--- src/rtfc_params.svh ---
// Constants for the RTC flags and control register block.
// Assumes a 100 MHz clock and an APB register port.
`ifndef RTFC_PARAMS_SVH
`define RTFC_PARAMS_SVH
// Register byte offsets
`define RTFC_OFF_FLAGS 12'h000
`define RTFC_OFF_IRQ_STAT 12'h004
`define RTFC_OFF_IRQ_MASK 12'h008
`define RTFC_OFF_TIME 12'h00c
`define RTFC_OFF_HOLD 12'h010
// Flag register bit positions
`define RTFC_BIT_W 1
`define RTFC_BIT_CAL 2
`define RTFC_BIT_OSC_FAIL 4
`define RTFC_BIT_PWR_FAIL 5
`define RTFC_BIT_R 0
// Flag register reset value
`define RTFC_FLAGS_RST 8'h00
// Interrupt status bit positions
`define RTFC_IRQ_PWR_FAIL 0
`define RTFC_IRQ_OSC_FAIL 1
// Timing: start-up check 5 ms, update delay in us, 512 Hz wave
`define RTFC_CLK_HZ 100000000
`define RTFC_START_MS 5
`define RTFC_UPD_US 1
`define RTFC_CAL_HZ 512
`define RTFC_START_CYC ((`RTFC_CLK_HZ / 1000) * `RTFC_START_MS)
`define RTFC_UPD_CYC ((`RTFC_CLK_HZ / 1000000) * `RTFC_UPD_US)
`define RTFC_HALF_CYC (`RTFC_CLK_HZ / (2 * `RTFC_CAL_HZ))
`endif

--- src/rtfc_pkg.sv ---
// Types shared by the RTC flags block.
// Assumes nothing beyond the params header.
package rtfc_pkg;
    typedef enum logic [1:0] {ST_CHECK, ST_RUN} rtfc_state_t;
endpackage

--- src/rtfc_top.sv ---
// RTC flags and control register with APB slave and interrupt.
// Assumes osc_running and below_switch come from other domains.
`timescale 1ns/100ps
`include "rtfc_params.svh"

// How it works
// RL1: Reading the flags register clears power-fail; reset clears it too.
// RL2: Oscillator enabled but not running after 5 ms sets oscillator-fail.
// RL3: Oscillator-fail is never cleared by hardware, only by software write; the code also clears it on reset_n low.
// RL4: Software checks oscillator-fail and writes 0 to clear it.
// RL5: A cleared oscillator-fail bit shows only after the update delay.
// RL6: Calibration bit set drives 512 Hz square wave on interrupt pin.
// RL7: Calibration bit resets to 0 at power-up.
// RL8: Read-enable set stops copying live time into holding register.
// RL9: Write-enable set freezes holding; clearing it loads changes into counter.
// RL10: Supply below power-switch threshold sets power-fail.
module rtfc_top
    import rtfc_pkg::*;
    #(
    parameter int START_CYC = `RTFC_START_CYC, // Start-up check length
    parameter int HALF_CYC = `RTFC_HALF_CYC // Half period of cal wave
    )
    (
    input wire logic clk, // 100 MHz clock
    input wire logic reset_n, // Async reset, active low (power-up)
    input wire logic psel, // APB select
    input wire logic penable, // APB enable
    input wire logic pwrite, // APB direction
    input wire logic [11:0] paddr, // APB byte address
    input wire logic [31:0] pwdata, // APB write data
    output logic [31:0] prdata, // APB read data
    output logic pready, // APB ready
    output logic pslverr, // APB error
    input wire logic osc_enable, // Oscillator enabled
    input wire logic osc_running, // Oscillator running, async
    input wire logic below_switch, // Supply below power_switch_threshold, async
    input wire logic time_tick, // Seconds advance, same domain
    output logic int_out // Interrupt / calibration pin
    );

    ////////////////////////////////////////////////////////////////////////
    // Input synchronisers
    logic [1:0] osc_sync_reg;
    logic [1:0] low_sync_reg;
    always_ff @(posedge clk or negedge reset_n)
    begin
        if (!reset_n)
        begin
            osc_sync_reg <= 2'h0;
            low_sync_reg <= 2'h0;
        end
        else
        begin
            osc_sync_reg <= {osc_sync_reg[0], osc_running};
            low_sync_reg <= {low_sync_reg[0], below_switch};
        end
    end
    wire osc_ok = osc_sync_reg[1];
    wire supply_low = low_sync_reg[1];

    ////////////////////////////////////////////////////////////////////////
    // APB decode
    wire acc = psel && penable;
    wire wr = acc && pwrite;
    wire rd = acc && !pwrite;
    wire hit_flags = paddr == `RTFC_OFF_FLAGS;
    wire hit_stat = paddr == `RTFC_OFF_IRQ_STAT;
    wire hit_mask = paddr == `RTFC_OFF_IRQ_MASK;
    wire hit_time = paddr == `RTFC_OFF_TIME;
    wire hit_hold = paddr == `RTFC_OFF_HOLD;
    wire hit_any = hit_flags | hit_stat | hit_mask | hit_time | hit_hold;
    wire wr_flags = wr && hit_flags;
    wire rd_flags = rd && hit_flags;

    ////////////////////////////////////////////////////////////////////////
    // Flags register state
    logic power_fail_flag_reg, oscillator_fail_flag_reg, cal_reg, wen_reg, ren_reg;
    logic osc_fail_clr_pend_reg;
    logic [31:0] upd_cnt_reg;
    rtfc_state_t state_reg;
    logic [31:0] start_cnt_reg;
    logic power_fail_set, osc_fail_set;
    assign power_fail_set = supply_low; // RL10
    assign osc_fail_set = (state_reg == ST_CHECK) && osc_enable && !osc_ok
                      && (start_cnt_reg == 32'(START_CYC - 1)); // RL2

    // Power-up oscillator check
    always_ff @(posedge clk or negedge reset_n)
    begin
        if (!reset_n)
        begin
            state_reg <= ST_CHECK;
            start_cnt_reg <= 32'h0;
        end
        else
        begin
            case (state_reg)
                ST_CHECK:
                begin
                    start_cnt_reg <= start_cnt_reg + 32'h1;
                    if (start_cnt_reg == 32'(START_CYC - 1))
                        state_reg <= ST_RUN; // RL2
                end
                ST_RUN: state_reg <= ST_RUN;
                default: state_reg <= ST_CHECK;
            endcase
        end
    end

    // Power-fail flag: set wins over read clear
    always_ff @(posedge clk or negedge reset_n)
    begin
        if (!reset_n)
            power_fail_flag_reg <= 1'h0; // RL1
        else if (power_fail_set)
            power_fail_flag_reg <= 1'h1; // RL10
        else if (rd_flags)
            power_fail_flag_reg <= 1'h0; // RL1
    end

    // Oscillator-fail flag; its reset stands in for a retained value
    always_ff @(posedge clk or negedge reset_n)
    begin
        if (!reset_n)
        begin
            oscillator_fail_flag_reg <= 1'h0;
            osc_fail_clr_pend_reg <= 1'h0;
            upd_cnt_reg <= 32'h0;
        end
        else if (osc_fail_set)
        begin
            oscillator_fail_flag_reg <= 1'h1; // RL2
            osc_fail_clr_pend_reg <= 1'h0;
        end
        else if (wr_flags && !pwdata[`RTFC_BIT_OSC_FAIL] && oscillator_fail_flag_reg)
        begin
            osc_fail_clr_pend_reg <= 1'h1; // RL4
            upd_cnt_reg <= 32'h0;
        end
        else if (osc_fail_clr_pend_reg)
        begin
            upd_cnt_reg <= upd_cnt_reg + 32'h1;
            if (upd_cnt_reg == 32'(`RTFC_UPD_CYC - 1))
            begin
                oscillator_fail_flag_reg <= 1'h0; // RL5
                osc_fail_clr_pend_reg <= 1'h0; // RL3
            end
        end
    end

    // Control bits
    always_ff @(posedge clk or negedge reset_n)
    begin
        if (!reset_n)
        begin
            cal_reg <= 1'h0; // RL7
            wen_reg <= 1'h0;
            ren_reg <= 1'h0;
        end
        else if (wr_flags)
        begin
            cal_reg <= pwdata[`RTFC_BIT_CAL]; // RL6
            wen_reg <= pwdata[`RTFC_BIT_W];
            ren_reg <= pwdata[`RTFC_BIT_R];
        end
    end

    ////////////////////////////////////////////////////////////////////////
    // Time counter and holding register
    logic [31:0] time_reg, hold_reg;
    logic hold_dirty_reg;
    wire wr_hold = wr && hit_hold && wen_reg;
    wire wen_fall = wr_flags && wen_reg && !pwdata[`RTFC_BIT_W];
    always_ff @(posedge clk or negedge reset_n)
    begin
        if (!reset_n)
        begin
            time_reg <= 32'h0;
            hold_reg <= 32'h0;
            hold_dirty_reg <= 1'h0;
        end
        else
        begin
            if (wen_fall && hold_dirty_reg)
                time_reg <= hold_reg; // RL9
            else if (time_tick)
                time_reg <= time_reg + 32'h1;
            if (wr_hold)
                hold_reg <= pwdata;
            else if (!ren_reg && !wen_reg)
                hold_reg <= time_reg; // RL8
            if (wr_hold)
                hold_dirty_reg <= 1'h1;
            else if (wen_fall)
                hold_dirty_reg <= 1'h0; // RL9
        end
    end

    ////////////////////////////////////////////////////////////////////////
    // Interrupt status and mask
    logic [1:0] stat_reg, mask_reg;
    wire [1:0] ev = {osc_fail_set, power_fail_set && !power_fail_flag_reg};
    wire [1:0] stat_clr = (wr && hit_stat) ? pwdata[1:0] : 2'h0;
    always_ff @(posedge clk or negedge reset_n)
    begin
        if (!reset_n)
        begin
            stat_reg <= 2'h0;
            mask_reg <= 2'h0;
        end
        else
        begin
            stat_reg <= (stat_reg & ~stat_clr) | ev;
            if (wr && hit_mask)
                mask_reg <= pwdata[1:0];
        end
    end

    // 512 Hz calibration wave
    logic [31:0] half_cnt_reg;
    logic wave_reg;
    always_ff @(posedge clk or negedge reset_n)
    begin
        if (!reset_n)
        begin
            half_cnt_reg <= 32'h0;
            wave_reg <= 1'h0;
        end
        else if (!cal_reg)
        begin
            half_cnt_reg <= 32'h0;
            wave_reg <= 1'h0;
        end
        else if (half_cnt_reg == 32'(HALF_CYC - 1))
        begin
            half_cnt_reg <= 32'h0;
            wave_reg <= !wave_reg; // RL6
        end
        else
            half_cnt_reg <= half_cnt_reg + 32'h1;
    end

    wire irq_next = cal_reg ? wave_reg : |(stat_reg & mask_reg); // RL6

    ////////////////////////////////////////////////////////////////////////
    // Read mux and outputs
    wire [7:0] flags_val = {2'h0, power_fail_flag_reg, oscillator_fail_flag_reg, 1'h0, cal_reg, wen_reg, ren_reg};
    wire [31:0] rd_mux = hit_flags ? {24'h0, flags_val} :
                         hit_stat ? {30'h0, stat_reg} :
                         hit_mask ? {30'h0, mask_reg} :
                         hit_time ? time_reg :
                         hit_hold ? hold_reg : 32'h0;
    always_ff @(posedge clk or negedge reset_n)
    begin
        if (!reset_n)
        begin
            prdata <= 32'h0;
            pready <= 1'h0;
            pslverr <= 1'h0;
            int_out <= 1'h0;
        end
        else
        begin
            pready <= psel && !penable;
            pslverr <= psel && !penable && !hit_any;
            prdata <= (psel && !penable && !pwrite) ? rd_mux : 32'h0;
            int_out <= irq_next;
        end
    end

    ////////////////////////////////////////////////////////////////////////
    // Checks
    a_pwr_fail_clear: assert property (@(posedge clk) disable iff (!reset_n)
        rd_flags && pready && !power_fail_set |=> !power_fail_flag_reg)
        else $error("power fail flag not cleared by read"); // RL1
    a_osc_fail_sticky: assert property (@(posedge clk) disable iff (!reset_n)
        oscillator_fail_flag_reg && !osc_fail_clr_pend_reg |=> oscillator_fail_flag_reg)
        else $error("oscillator fail flag cleared by itself"); // RL3
    a_cal_wave: assert property (@(posedge clk) disable iff (!reset_n)
        cal_reg && $past(cal_reg) |=> int_out == $past(wave_reg)) else $error("cal wave missing"); // RL6
    a_pwr_fail_set: assert property (@(posedge clk) disable iff (!reset_n)
        supply_low |=> power_fail_flag_reg) else $error("power fail flag not set"); // RL10
    a_osc_clear_early: assert property (@(posedge clk) disable iff (!reset_n)
        $rose(osc_fail_clr_pend_reg) |-> oscillator_fail_flag_reg)
        else $error("oscillator fail flag cleared early"); // RL5
    // The flag may only drop once the update delay counter has run out
    a_osc_clear_delay: assert property (@(posedge clk) disable iff (!reset_n)
        $fell(oscillator_fail_flag_reg) |-> $past(upd_cnt_reg) == 32'(`RTFC_UPD_CYC - 1))
        else $error("oscillator fail flag cleared before update delay"); // RL5
endmodule // rtfc_top

--- config.mk ---
export PLATFORM = sky130hd
export DESIGN_NAME = rtfc_top
export DESIGN_NICKNAME = d
export VERILOG_FILES = /design/src/rtfc_pkg.sv /design/src/rtfc_top.sv
export VERILOG_INCLUDE_DIRS = /design/src
export SDC_FILE = /design/constraint.sdc
export NUM_CORES = 1
export LEC_CHECK = 0
export BUFFER_PORTS_ARGS = -buffer_cell sky130_fd_sc_hd__clkbuf_2
export CAP_MARGIN = 15
export CORE_MARGIN = 5
export CORE_UTILIZATION = 40
export CTS_BUF_LIST = sky130_fd_sc_hd__clkbuf_8
export CTS_CLUSTER_SIZE = 10
export DETAILED_ROUTE_END_ITERATION = 16
export PLACE_DENSITY = 0.61
export SYNTH_ARGS = -nofsm -noshare
export SYNTH_HDL_FRONTEND = slang
export SYNTH_SLANG_ARGS = --single-unit
--- constraint.sdc ---
create_clock -name clk -period 7.5 [get_ports clk]
set_input_delay 0.75 -clock clk [delete_from_list [all_inputs] [get_ports clk]]
set_output_delay 0.75 -clock clk [all_outputs]
set_load 0.01 [all_outputs]
==> results.toml <==
[worst_setup_path]
reg2reg_from = "start_cnt_reg[0]$_DFFE_PN0N_"
slowest_delay_ns = 0.48
crit_arrival_ns = 3.21
critical_path_required_ns = 7.96
cp-end-kind = "register"
crit_slowest_cell = "buf_4"
setup.worst_path.class = "register to register"
r2r-end = "upd_cnt_reg[28]$_DFFE_PN0P_"
reg2reg_depth = 8
crit_path_frequent_cell = "buf_4"
crit_chain = "ha_1 > nor3b_1 > nand4_1 > nor4bb_4 > buf_4 > nor4b_4 > buf_4 > o21ba_2"
worst-path-max-fanout = 54
cp-start-kind = "register"
cp_top_family = "simple AND/OR/NAND/NOR gates"
ff2ff_setup_slack_ns = 4.75
worst-path-buf-inv = 2

[synthesis]
synth_top_area_cell = "dfrtp_1"
yosysUniqueCellTypes = 52
synth-seq-area-share = 0.517
synth_edf_count = 0
synth_area_leaders = "dfrtp_1 (52%), nand2_1 (4.8%), a22oi_1 (4.5%)"
yosys.cell_count.top_type = "dfrtp_1"
synth.top_cell.area_share = 0.517
synth_cells = 1063
dominantRegCellSynth = "dfrtp_1"
synth_fp_nets = 1120
synth-async-reset-ratio = 1.00
yosys_warnings = 0
syn_area_per_cell_um2 = 9.66
ys_ff_latch = 212
syn-cell-area_um2 = 10300
ys_top_cells_by_count = "dfrtp_1 (212), nand2_1 (130), nor2_1 (105)"

[power]
leakage_nw = 5.24
ir_worst_vdd_uv = 153
p_per_area_nw_per_um2 = 208

[final_layout]
fill_cells = 2436
fin_nets = 1202
seq_area_um2 = 5310
fin_util = 0.469
drive_gt1_frac = 0.152
areaGrowthSynthToFinish_pct = 15.2
multi_input_area_um2 = 4700

[drt]
routedWlPerCell_um = 16.6
vias_per_cell = 5.46
totalWireLength_um = 24900
first_pass_iters = 5
drtAntennaViolNets = 0
drtIter0Drc = 661
vias = 8207
remaining_drc_errors = 0

[timing]
tightest_slew_ns = 0.993
setup_viol = 0
period_share = 0.367
tns_ns = 0
clock.fmax_mhz = 364
period_needed_ns = 2.75
rsz0062_at_grt = "false"
slew_violations = 0
finClkSkew_ns = 0.0282
finalHoldViolCount = 0
slew_headroom = 0.336

[global_route]
grt.total_usage = 0.170
grt_max_degree = 109
gr-total-overflow = 0
grt_pass1_vias = 7782
antenna_found_initial = 0
grt_pass1_wl_um = 40800

[placed_design]
port_buffers = 87
dpl.hpwl_um = 16400
gp_congestion = 0.803

[clocking]
cts-root-buf = "clkbuf_8"
ctsResizeCount = 0
h-tree-depth = 2
clk_pin_slew_ns = 0.06
clock_latency_ns = 0.55
cts_hold_buffers = 0
cts_sinks = 212
cts_tree = "done"
cts_inserted_buffers = 38
cts_setup_buffers = 0
clock_path_buffers = 3

[die]
ios = 88
rows = 58
dieHeight_um = 170
coreArea_um2 = 25300
start_util = 0.407
die-area_um2 = 29000
chipWidth_um = 170

[run]
drv_cap = 0

[min_path]
hp-class = "input port to asynchronous set/reset pin"

[status]
status = "finished, final reports clean"
[worst max-delay path by stage]
stage	from	to	slack, ns	cells past startpoint
6_report	start_cnt_reg[0]$_DFFE_PN0N_	upd_cnt_reg[28]$_DFFE_PN0P_	4.75	8
5_1_grt	start_cnt_reg[0]$_DFFE_PN0N_	upd_cnt_reg[28]$_DFFE_PN0P_	4.46	8
4_1_cts	start_cnt_reg[5]$_DFFE_PN0N_	upd_cnt_reg[28]$_DFFE_PN0P_	4.70	7
3_5_place_dp	paddr[9]	upd_cnt_reg[28]$_DFFE_PN0P_	4.28	7
3_3_place_gp	paddr[9]	upd_cnt_reg[26]$_DFFE_PN0P_	4.28	7
2_1_floorplan	paddr[9]	upd_cnt_reg[14]$_DFFE_PN0P_	4.72	6
[per-layer routing]
| metal | wire [um] | part of all wire | track usage | vias to the layer above |
|---|---|---|---|---|
| met2 | 11800 | 0.47 | 0.273 | 194 |
| li1 | - | - | - | 4003 |
| met3 | 1230 | 0.049 | 0.0295 | 38 |
| met5 | 0 | 0 | 0 | - |
| met1 | 11400 | 0.46 | 0.241 | 3972 |
| met4 | 493 | 0.020 | 0.0451 | 0 |
[layout by cell type, fill, tap and decap left out, drive strengths merged, types with 4 or more instances in the layout]
master  netlist  final
dfrtp       212    212
nand2       130    130
clkbuf       48    130
nor2        105    105
a21oi        63     63
a22oi        61     61
xnor2        51     51
nand3        50     50
nand4        43     43
xor2         37     37
nor4         32     32
inv          17     31
or4          27     27
o31ai        23     23
nor3         22     22
and3         21     21
o21ai        19     19
buf          13     16
and4         14     14
or3          10     10
mux2i         7      7
and2          6      6
clkinv        0      6
o21bai        5      5
nand2b        4      4
nor2b         4      4
ha            4      4
[layout make-up]
cell class | instances | share of cell area
diodes | 1 | 0.000211
flip-flops and latches | 212 | 0.448
repair buffers | 103 | 0.0483
well taps | 330 | 0.0349
inverters | 17 | 0.00539
clock inverters | 24 | 0.0159
clock buffers | 43 | 0.0500
multi-input cells | 773 | 0.397
[metrics by stage]
stage / power, mW / hold slack, ns / std cells / setup slack [ns] / area (um^2)
finish: 2.46 / 0.315 / 1503 / 4.75 / 11800
global route: 2.57 / 0.308 / 1502 / 4.46 / 11800
CTS: 2.50 / 0.307 / 1501 / 4.70 / 11800
detailed placement: 1.37 / 0.336 / 1434 / 4.28 / 11000
global placement: 1.37 / 0.336 / 1434 / 4.28 / 11000
floorplan: 1.30 / 0.331 / 1063 / 4.72 / 10300
[logic make-up after synthesis]
logic type,count (synthesis),synth area share
compound gates,188,0.120
buf+inv,78,0.0306
simple gates,483,0.242
mux,10,0.0101
flops,212,0.517
fa+ha+maj,4,0.00487
xor+xnor,88,0.0751
[power by group]
part           internal [mW]  leakage [nW]  switching (mW)
logic                 0.0504          1.91          0.0675
registers               1.18          2.89          0.0489
clock network          0.631         0.450           0.477
Note: power is estimated with default switching activity, not from simulation.
